`config.mk`:
```
export PLATFORM = sky130hd
export DESIGN_NAME = user_glyph_ram_lookup
export DESIGN_NICKNAME = d
export VERILOG_FILES = /design/src/hdl/glyph_lookup_pkg.sv /design/src/hdl/glyph_ram_store.sv /design/src/hdl/user_glyph_ram_lookup.sv
export SDC_FILE = /design/constraint.sdc
export NUM_CORES = 1
export LEC_CHECK = 0
export BUFFER_PORTS_ARGS = -buffer_cell sky130_fd_sc_hd__buf_2
export CAP_MARGIN = 20
export CORE_AREA = 4 4 255 207
export DETAILED_ROUTE_END_ITERATION = 7
export DIE_AREA = 0 0 259 211
export PLACE_DENSITY = 0.77
export SYNTH_ARGS = -nofsm -noshare
export SYNTH_HDL_FRONTEND = slang
export SYNTH_SLANG_ARGS = --single-unit
```
`constraint.sdc`:
```
create_clock -name i_ref_clk -period 23.6 [get_ports i_ref_clk]
set_input_delay 0 -clock i_ref_clk [delete_from_list [all_inputs] [get_ports i_ref_clk]]
set_output_delay 0 -clock i_ref_clk [all_outputs]
set_load 0.01 [all_outputs]
```
`src/hdl/glyph_lookup_pkg.sv`:
```
/*
 * Shared constants and types for the user glyph RAM lookup block.
 * Assumes a single 100 MHz system clock and an asynchronous active-high reset.
 */
package glyph_lookup_pkg;

	// Storage geometry
	localparam int GLYPH_ADDR_W = 6;
	localparam int GLYPH_DATA_W = 8;
	localparam int GLYPH_DEPTH  = 64;
	localparam int DOT_W        = 5;
	localparam int CODE_W       = 8;
	localparam int ROW_W        = 4;

	// Field positions
	localparam int CODE_FONT_LSB    = 4;
	localparam int CODE_IGNORED_BIT = 3;
	localparam int NARROW_ROW_W     = 3;

	// Last row of each cell, which is also the cursor row
	localparam logic [ROW_W-1:0] NARROW_LAST_ROW = 4'h7;
	localparam logic [ROW_W-1:0] TALL_LAST_ROW   = 4'ha;

	// Values after reset, and the counter step
	localparam logic [GLYPH_ADDR_W-1:0] ADDR_RESET = 6'h00;
	localparam logic [GLYPH_DATA_W-1:0] DATA_RESET = 8'h00;
	localparam logic [DOT_W-1:0]        DOTS_RESET = 5'h00;
	localparam logic [GLYPH_ADDR_W-1:0] ADDR_STEP  = 6'h01;

	// Cycles from an accepted request to its answer
	localparam int ANSWER_CYCLES = 1;

	typedef enum logic {
		FMT_5X8  = 1'b0,
		FMT_5X10 = 1'b1
	} glyph_fmt_t;

	typedef enum logic [1:0] {
		HOST_IDLE  = 2'b00,
		HOST_WRITE = 2'b01,
		HOST_READ  = 2'b10,
		HOST_LOAD  = 2'b11
	} host_op_t;

endpackage

```
`src/hdl/glyph_ram_store.sv`:
```
/*
 * Flip-flop glyph storage with one write port and two independent read ports.
 * Assumes write strobes come from logic on the same clock.
 */
`timescale 1ns/1ps
`default_nettype none

module glyph_ram_store
	import glyph_lookup_pkg::*;
#(
	parameter int ADDR_W = GLYPH_ADDR_W,
	parameter int DATA_W = GLYPH_DATA_W
) (
	// Clock and reset
	input  wire logic              i_ref_clk,
	input  wire logic              i_reset,
	// Write port
	input  wire logic              i_wr_en,
	input  wire logic [ADDR_W-1:0] i_wr_addr,
	input  wire logic [DATA_W-1:0] i_wr_data,
	// Host read port
	input  wire logic [ADDR_W-1:0] i_host_addr,
	output logic      [DATA_W-1:0] o_host_data,
	// Scan read port
	input  wire logic [ADDR_W-1:0] i_scan_addr,
	output logic      [DATA_W-1:0] o_scan_data
);

	localparam int DEPTH = 1 << ADDR_W;

	logic [DATA_W-1:0] mem_ff [DEPTH];

	// Separate read ports keep host traffic off the scan path
	assign o_host_data = mem_ff[i_host_addr];
	assign o_scan_data = mem_ff[i_scan_addr];

	always_ff @(posedge i_ref_clk or posedge i_reset) begin
		if (i_reset) begin
			for (int i = 0; i < DEPTH; i++) begin
				mem_ff[i] <= '0;
			end
		end else if (i_wr_en) begin
			mem_ff[i_wr_addr] <= i_wr_data;
		end
	end

endmodule

`default_nettype wire

```
`src/hdl/user_glyph_ram_lookup.sv`:
```
/*
 * User glyph RAM lookup: host access with auto-stepping address counter,
 * and scan lookup returning one dot row per character code and line.
 * Assumes host strobes and scan requests come from logic on i_ref_clk.
 */
// Summary of operation
// RULE_01: Store eight 5x8 glyphs or four 5x10 glyphs in 64 bytes.
// RULE_02: Host may rewrite any glyph byte at any time.
// RULE_03: Byte bits 0 to 4 form a dot row, bit 4 leftmost.
// RULE_04: 5x8: code bits 0 to 2 become glyph address bits 3 to 5.
// RULE_05: A one bit lights its dot, a zero bit leaves it dark.
// RULE_06: 5x8: glyph address bits 0 to 2 select the row.
// RULE_07: 5x8: eighth row is cursor row, cursor ORed with stored data.
// RULE_08: Host writes zeros into the cursor row of each glyph; the host model clears the dot bits there in 5x8 only.
// RULE_09: Stored ones in the cursor row light regardless of cursor.
// RULE_10: Codes with bits 4 to 7 zero use RAM, others fixed font.
// RULE_11: Code bit 3 is ignored; 00H and 08H show the same glyph.
// RULE_12: 5x10: code bits 1 and 2 become glyph address bits 4, 5.
// RULE_13: 5x10: address bits 0 to 3 select row; eleventh is cursor row.
// RULE_14: Each host read or write steps the counter by one.
// RULE_15: Byte bits 5 to 7 never affect displayed dots.
// RULE_16: Host port and scan port are separate read paths.
`timescale 1ns/1ps
`default_nettype none

module user_glyph_ram_lookup
	import glyph_lookup_pkg::*;
(
	// Clock and reset
	input  wire logic                    i_ref_clk,
	input  wire logic                    i_reset,
	// Format select
	input  wire logic                    i_glyph_fmt,
	// Host access
	input  wire logic                    i_host_addr_load,
	input  wire logic [GLYPH_ADDR_W-1:0] i_host_addr,
	input  wire logic                    i_host_wr,
	input  wire logic [GLYPH_DATA_W-1:0] i_host_wdata,
	input  wire logic                    i_host_rd,
	input  wire logic                    i_entry_incr,
	output logic      [GLYPH_DATA_W-1:0] o_host_rdata,
	output logic                         o_host_rdata_valid,
	output logic      [GLYPH_ADDR_W-1:0] o_address_counter,
	// Display scan
	input  wire logic                    i_scan_req,
	input  wire logic [CODE_W-1:0]       i_scan_code,
	input  wire logic [ROW_W-1:0]        i_scan_row,
	input  wire logic [DOT_W-1:0]        i_cursor_dots,
	output logic                         o_scan_valid,
	output logic                         o_scan_fixed,
	output logic      [DOT_W-1:0]        o_scan_dots
);

	// Host side state
	logic [GLYPH_ADDR_W-1:0] address_counter_ff;
	logic [GLYPH_ADDR_W-1:0] nxt_address_counter;
	logic [GLYPH_DATA_W-1:0] host_rdata_ff;
	logic                    host_rdata_valid_ff;
	// Scan side state
	logic                    scan_valid_ff;
	logic                    scan_fixed_ff;
	logic [DOT_W-1:0]        scan_dots_ff;
	logic [DOT_W-1:0]        nxt_scan_dots;

	// Decode
	glyph_fmt_t              glyph_fmt;
	host_op_t                host_op;
	logic [GLYPH_ADDR_W-1:0] counter_stepped;
	logic [GLYPH_ADDR_W-1:0] scan_addr;
	logic [GLYPH_DATA_W-1:0] ram_host_data;
	logic [GLYPH_DATA_W-1:0] ram_scan_data;
	logic [ROW_W-1:0]        last_row;
	logic                    code_is_user;
	logic                    row_in_cell;
	logic                    row_is_cursor;
	logic [DOT_W-1:0]        stored_dots;

	function automatic logic [GLYPH_ADDR_W-1:0] glyph_addr(
		input logic [CODE_W-1:0] code,
		input logic [ROW_W-1:0]  row,
		input glyph_fmt_t        fmt
	);
		if (fmt == FMT_5X10) begin
			glyph_addr = {code[2:1], row}; // see RULE_12 see RULE_13
		end else begin
			glyph_addr = {code[2:0], row[NARROW_ROW_W-1:0]}; // see RULE_04 see RULE_06
		end
	endfunction

	assign glyph_fmt = glyph_fmt_t'(i_glyph_fmt);

	// Host operation priority: address load, then write, then read
	assign host_op = i_host_addr_load ? HOST_LOAD  :
	                 i_host_wr        ? HOST_WRITE :
	                 i_host_rd        ? HOST_READ  : HOST_IDLE;

	// Counter wraps within the 64-byte glyph space
	assign counter_stepped = i_entry_incr ? address_counter_ff + ADDR_STEP
	                                      : address_counter_ff - ADDR_STEP; // see RULE_14

	always_comb begin
		nxt_address_counter = address_counter_ff;
		case (host_op)
			HOST_LOAD:  nxt_address_counter = i_host_addr;
			HOST_WRITE: nxt_address_counter = counter_stepped; // see RULE_14
			HOST_READ:  nxt_address_counter = counter_stepped; // see RULE_14
			default:    nxt_address_counter = address_counter_ff;
		endcase
	end

	// Scan decode; code bit 3 is simply never looked at
	assign scan_addr     = glyph_addr(i_scan_code, i_scan_row, glyph_fmt); // see RULE_11
	assign code_is_user  = (i_scan_code[CODE_W-1:CODE_FONT_LSB] == '0); // see RULE_10
	assign last_row      = (glyph_fmt == FMT_5X10) ? TALL_LAST_ROW : NARROW_LAST_ROW; // see RULE_01
	assign row_in_cell   = (i_scan_row <= last_row);
	assign row_is_cursor = (i_scan_row == last_row); // see RULE_07 see RULE_13
	assign stored_dots   = ram_scan_data[DOT_W-1:0]; // see RULE_03 see RULE_15

	// Stored ones stay lit on the cursor row whether or not the cursor is here
	assign nxt_scan_dots = !code_is_user || !row_in_cell ? DOTS_RESET :
	                       row_is_cursor ? (stored_dots | i_cursor_dots) : // see RULE_07 see RULE_09
	                       stored_dots; // see RULE_05

	glyph_ram_store #(
		.ADDR_W (GLYPH_ADDR_W),
		.DATA_W (GLYPH_DATA_W)
	) u_store (
		.i_ref_clk   (i_ref_clk),
		.i_reset     (i_reset),
		.i_wr_en     (host_op == HOST_WRITE), // see RULE_02
		.i_wr_addr   (address_counter_ff),
		.i_wr_data   (i_host_wdata),
		.i_host_addr (address_counter_ff),
		.o_host_data (ram_host_data),
		.i_scan_addr (scan_addr), // see RULE_16
		.o_scan_data (ram_scan_data)
	);

	always_ff @(posedge i_ref_clk or posedge i_reset) begin
		if (i_reset) begin
			address_counter_ff <= ADDR_RESET;
		end else begin
			address_counter_ff <= nxt_address_counter;
		end
	end

	always_ff @(posedge i_ref_clk or posedge i_reset) begin
		if (i_reset) begin
			host_rdata_ff       <= DATA_RESET;
			host_rdata_valid_ff <= 1'b0;
		end else begin
			host_rdata_valid_ff <= (host_op == HOST_READ);
			if (host_op == HOST_READ) begin
				host_rdata_ff <= ram_host_data;
			end
		end
	end

	always_ff @(posedge i_ref_clk or posedge i_reset) begin
		if (i_reset) begin
			scan_valid_ff <= 1'b0;
			scan_fixed_ff <= 1'b0;
			scan_dots_ff  <= DOTS_RESET;
		end else begin
			scan_valid_ff <= i_scan_req;
			if (i_scan_req) begin
				scan_fixed_ff <= !code_is_user; // see RULE_10
				scan_dots_ff  <= nxt_scan_dots;
			end
		end
	end

	assign o_address_counter  = address_counter_ff;
	assign o_host_rdata       = host_rdata_ff;
	assign o_host_rdata_valid = host_rdata_valid_ff;
	assign o_scan_valid       = scan_valid_ff;
	assign o_scan_fixed       = scan_fixed_ff;
	assign o_scan_dots        = scan_dots_ff;
endmodule

`default_nettype wire
```
==> results by group <==
Drt
  – Metal3 WL: 10710 um
  – Drt first pass iters: 5
  – Drc violations: 0
  – Top Metal Used: met5
  – Drt via density: 6.963
  – Routed WL: 84380 um
  – Vias: just under 20000
  – Drt initial violations: 2529
  – Post-DR wirelength/cell: roughly 30 um
  – DRT met1 WL: 32620 um
  – DR WL met2: about 37000 um
  – Post-route ant nets: 0

Timing
  – Final hold violations: 0
  – Final Worst Setup Slack: approximately 19000 ps
  – RSZ-0062 raised after global routing: false
  – Worst Tran Pin Value: 1279 ps
  – Max Clock Freq: 0.2221 GHz
  – Final setup fails: 0
  – Final period util: 0.1908
  – Final min period: 4503 ps
  – Worst Clk Skew: ~20 ps
  – Relative slew slack: 0.1366
  – Setup_tns: 0 ps
  – Pins Over Slew Limit: 0

Critical path
  – Crit path DAT: a little over 5000 ps
  – WS Path Type: flop to flop
  – Crit. Startpoint: o_address_counter[2]$_DFFE_PP0P_
  – Buf+Inv Stages, Crit Path: 3
  – CP most frequent cell: buf_4
  – Crit-path max FO: 53
  – Worst Path Required: 24130 ps
  – RR Startpoint: o_address_counter[2]$_DFFE_PP0P_
  – Type of element capturing the critical path: flop
  – Max stage delay on crit path: 1000 ps
  – Crit-path cells: buf_4 > buf_4 > nor2b_1 > buf_4 > a221o_1 > nand2_1 > a31oi_1 > o21ai_0 > a41oi_1
  – CP delay by family, top: buffers and inverters
  – CP max-delay cell: dfrtp_4
  – Worst setup SP type: flop

Logic synthesis
  – Synth Warn #: 0
  – Mapped Nets: a little over 2000
  – Post-synth EDFFs: 0
  – Post-Synthesis Cell Area: 27340 um^2
  – Post-synthesis sequential area ratio: 0.4888
  – Post-synthesis async set-or-reset flop share: 1.000
  – Share of the synthesized area in the top cell type: 0.4888
  – Syn avg cell area: 13.47 um^2
  – Synth Instances: 2030
  – Netlist cell types: 64
  – Cell with the most instances after synthesis: mux2_2
  – Top_reg_cell synth: dfrtp_1
  – Register bit total from synthesis: 534
  – Yosys top cell by area: dfrtp_1
  – Synth top area cells: dfrtp_1 (49%), mux2_2 (23%), mux4_2 (9.3%)
  – Commonest cells post-synth: mux2_2 (562), dfrtp_1 (534), mux4_2 (113)

Pwr
  – Tot Pwr: slightly above 3 mW
  – Leakage: 13.92 nW
  – Worst vdd ir: 0.06104 mV
  – Power density cells: 100.7 nW/um^2

Finish
  – Final core occ: 0.5975
  – Area grow syn2layout: 10.28%
  – Nets: 2094
  – Share of post-route cells with drive strength above 1: 0.4358

Place
  – Buffers on Ports: 59
  – Final HPWL DP: ~53000 um
  – Place WS: 19240 ps
  – GP Congestion: roughly 0.94

Clock tree
  – Clk_lat worst skew: 620 ps
  – CTS Root Buffer Type: clkbuf_16
  – H-tree depth: 2
  – Post-CTS Setup Repair Bufs: 0
  – TritonCTS clock tree: yes
  – Clock Sinks: 534
  – Clock Tree Buf Depth: 3
  – CTS buffer count: 52
  – Clock Pin Slew Worst Setup and Hold Paths: ~70 ps

Hold path
  – Hold WC Path Type: input pin to flop
  – Worst hold start: i_host_wdata[1]

Status
  – Status: finished clean

Die
  – # IOs: 61
  – Initial core utilization: 0.5418
  – Die area: 54650 um^2
  – # rows: 74
  – Core box area: just over 50000 um^2
  – Chip width: 259 um
  – Vert. Die Dim: 211 um

Global routing
  – Initial antenna violation count: 1
  – Global Route Usage Sum: 0.3073
  – First-pass GRT wire length: 126600 um
  – Largest net degree at the start of global routing: 190
  – Vias in the first global route: 19380
  – Overflow after GRT: 0

Job
  – Max cap viols: 0
-- routing by layer --
metal | track usage | up-vias
met2 | 0.4542 | 1247
met4 | 0.1133 | 2
met5 | 0 | -
met1 | 0.4295 | 10000
li1 | - | 7761
met3 | 0.1015 | 252
-- logic make-up (layout without fill, tap and decap cells) --
group,Yosys count,in the layout,synth area share
AOI/OAI and AO/OA,303,303,0.07638
muxes,758,758,0.3550
and+or+nand+nor,251,251,0.04810
other,0,2,0
adders and majority gates,8,8,0.003936
xor gates and xnor gates,4,4,0.001282
DFF,534,534,0.4888
buffers and inverters,172,223,0.02650
-- worst paths after layout --
path | slack [ps] | depth (start not counted) | endpoint
setup / recovery | 19100 | 9 | o_host_rdata[6]$_DFFE_PP0P_
hold / removal | 30 | 2 | u_store.mem_ff[401]$_DFFE_PP0P_
setup reg to reg | 19100 | 9 | o_host_rdata[6]$_DFFE_PP0P_
hold reg to reg | 500 | 1 | u_store.mem_ff[207]$_DFFE_PP0P_
max in group asynchronous | 22010 | 4 | u_store.mem_ff[380]$_DFFE_PP0P_
min in group asynchronous | 50 | 3 | u_store.mem_ff[34]$_DFFE_PP0P_
-- area by class of cell --
cell class	instances	area [um^2]
flip-flops and latches	534	13370
clock buffers	79	1524
fillers	3850	20310
diodes	2	5.005
well taps	684	855.8
clock inverters	9	95.09
multi-input cells	1324	13270
repair buffers	125	979.7
inverters	10	45.04
-- layout by cell type, fill, tap and decap left out, types with 8 or more instances in the layout --
| cell type | count |
|---|---|
| nor3_1 | 14 |
| nor2b_1 | 11 |
| clkbuf_16 | 53 |
| clkbuf_1 | 16 |
| nand2_4 | 8 |
| nand2_1 | 65 |
| o21ai_0 | 53 |
| o22ai_1 | 36 |
| a221oi_1 | 50 |
| a31oi_1 | 9 |
| dfrtp_1 | 531 |
| buf_4 | 31 |
| buf_2 | 57 |
| nor2_2 | 35 |
| clkbuf_8 | 10 |
| mux4_2 | 113 |
| dlygate4sd3_1 | 28 |
| a22oi_1 | 41 |
| mux2_2 | 562 |
| a21oi_1 | 55 |
| mux2i_1 | 81 |
| nor2_1 | 52 |
| nand3_1 | 24 |
-- through the flow --
step                      cell area, um^2  hold WS (ps)  cells
final                               30150         31.25   2767
after global routing                30150         52.23   2765
after CTS                           30000         26.81   2757
after detailed placement            28120         206.7   2643
after global placement              28120         202.2   2643
after floorplan                     27340         31.43   2030
-- power by group --
group	leakage (nW)	switching (mW)	internal [mW]
sequential	7.23	0.200	1.17
combinational	5.88	0.425	0.424
clock	0.800	0.356	0.463
total	13.9	0.981	2.05
-- state kept, by name, summed over array words and instances (netlist names) --
signal	cells
o_scan_fixed	1
u_store.mem_ff	512
o_scan_dots	5
o_scan_valid	1
o_host_rdata	8
o_host_rdata_valid	1
o_address_counter	6
-- worst register-to-register path, cell delays in order, from the launching register on --
cell	delay, ps
dfrtp_4	1000
buf_4	510
buf_4	480
nor2b_1	940
buf_4	430
a221o_1	210
nand2_1	70
a31oi_1	240
o21ai_0	280
a41oi_1	280
-- repair_timing --
action	CTS	global route
resized for setup	0	0
endpoints found under the hold margin	132	23
hold buffers	26	2
Power figures use the tool's default switching activity.
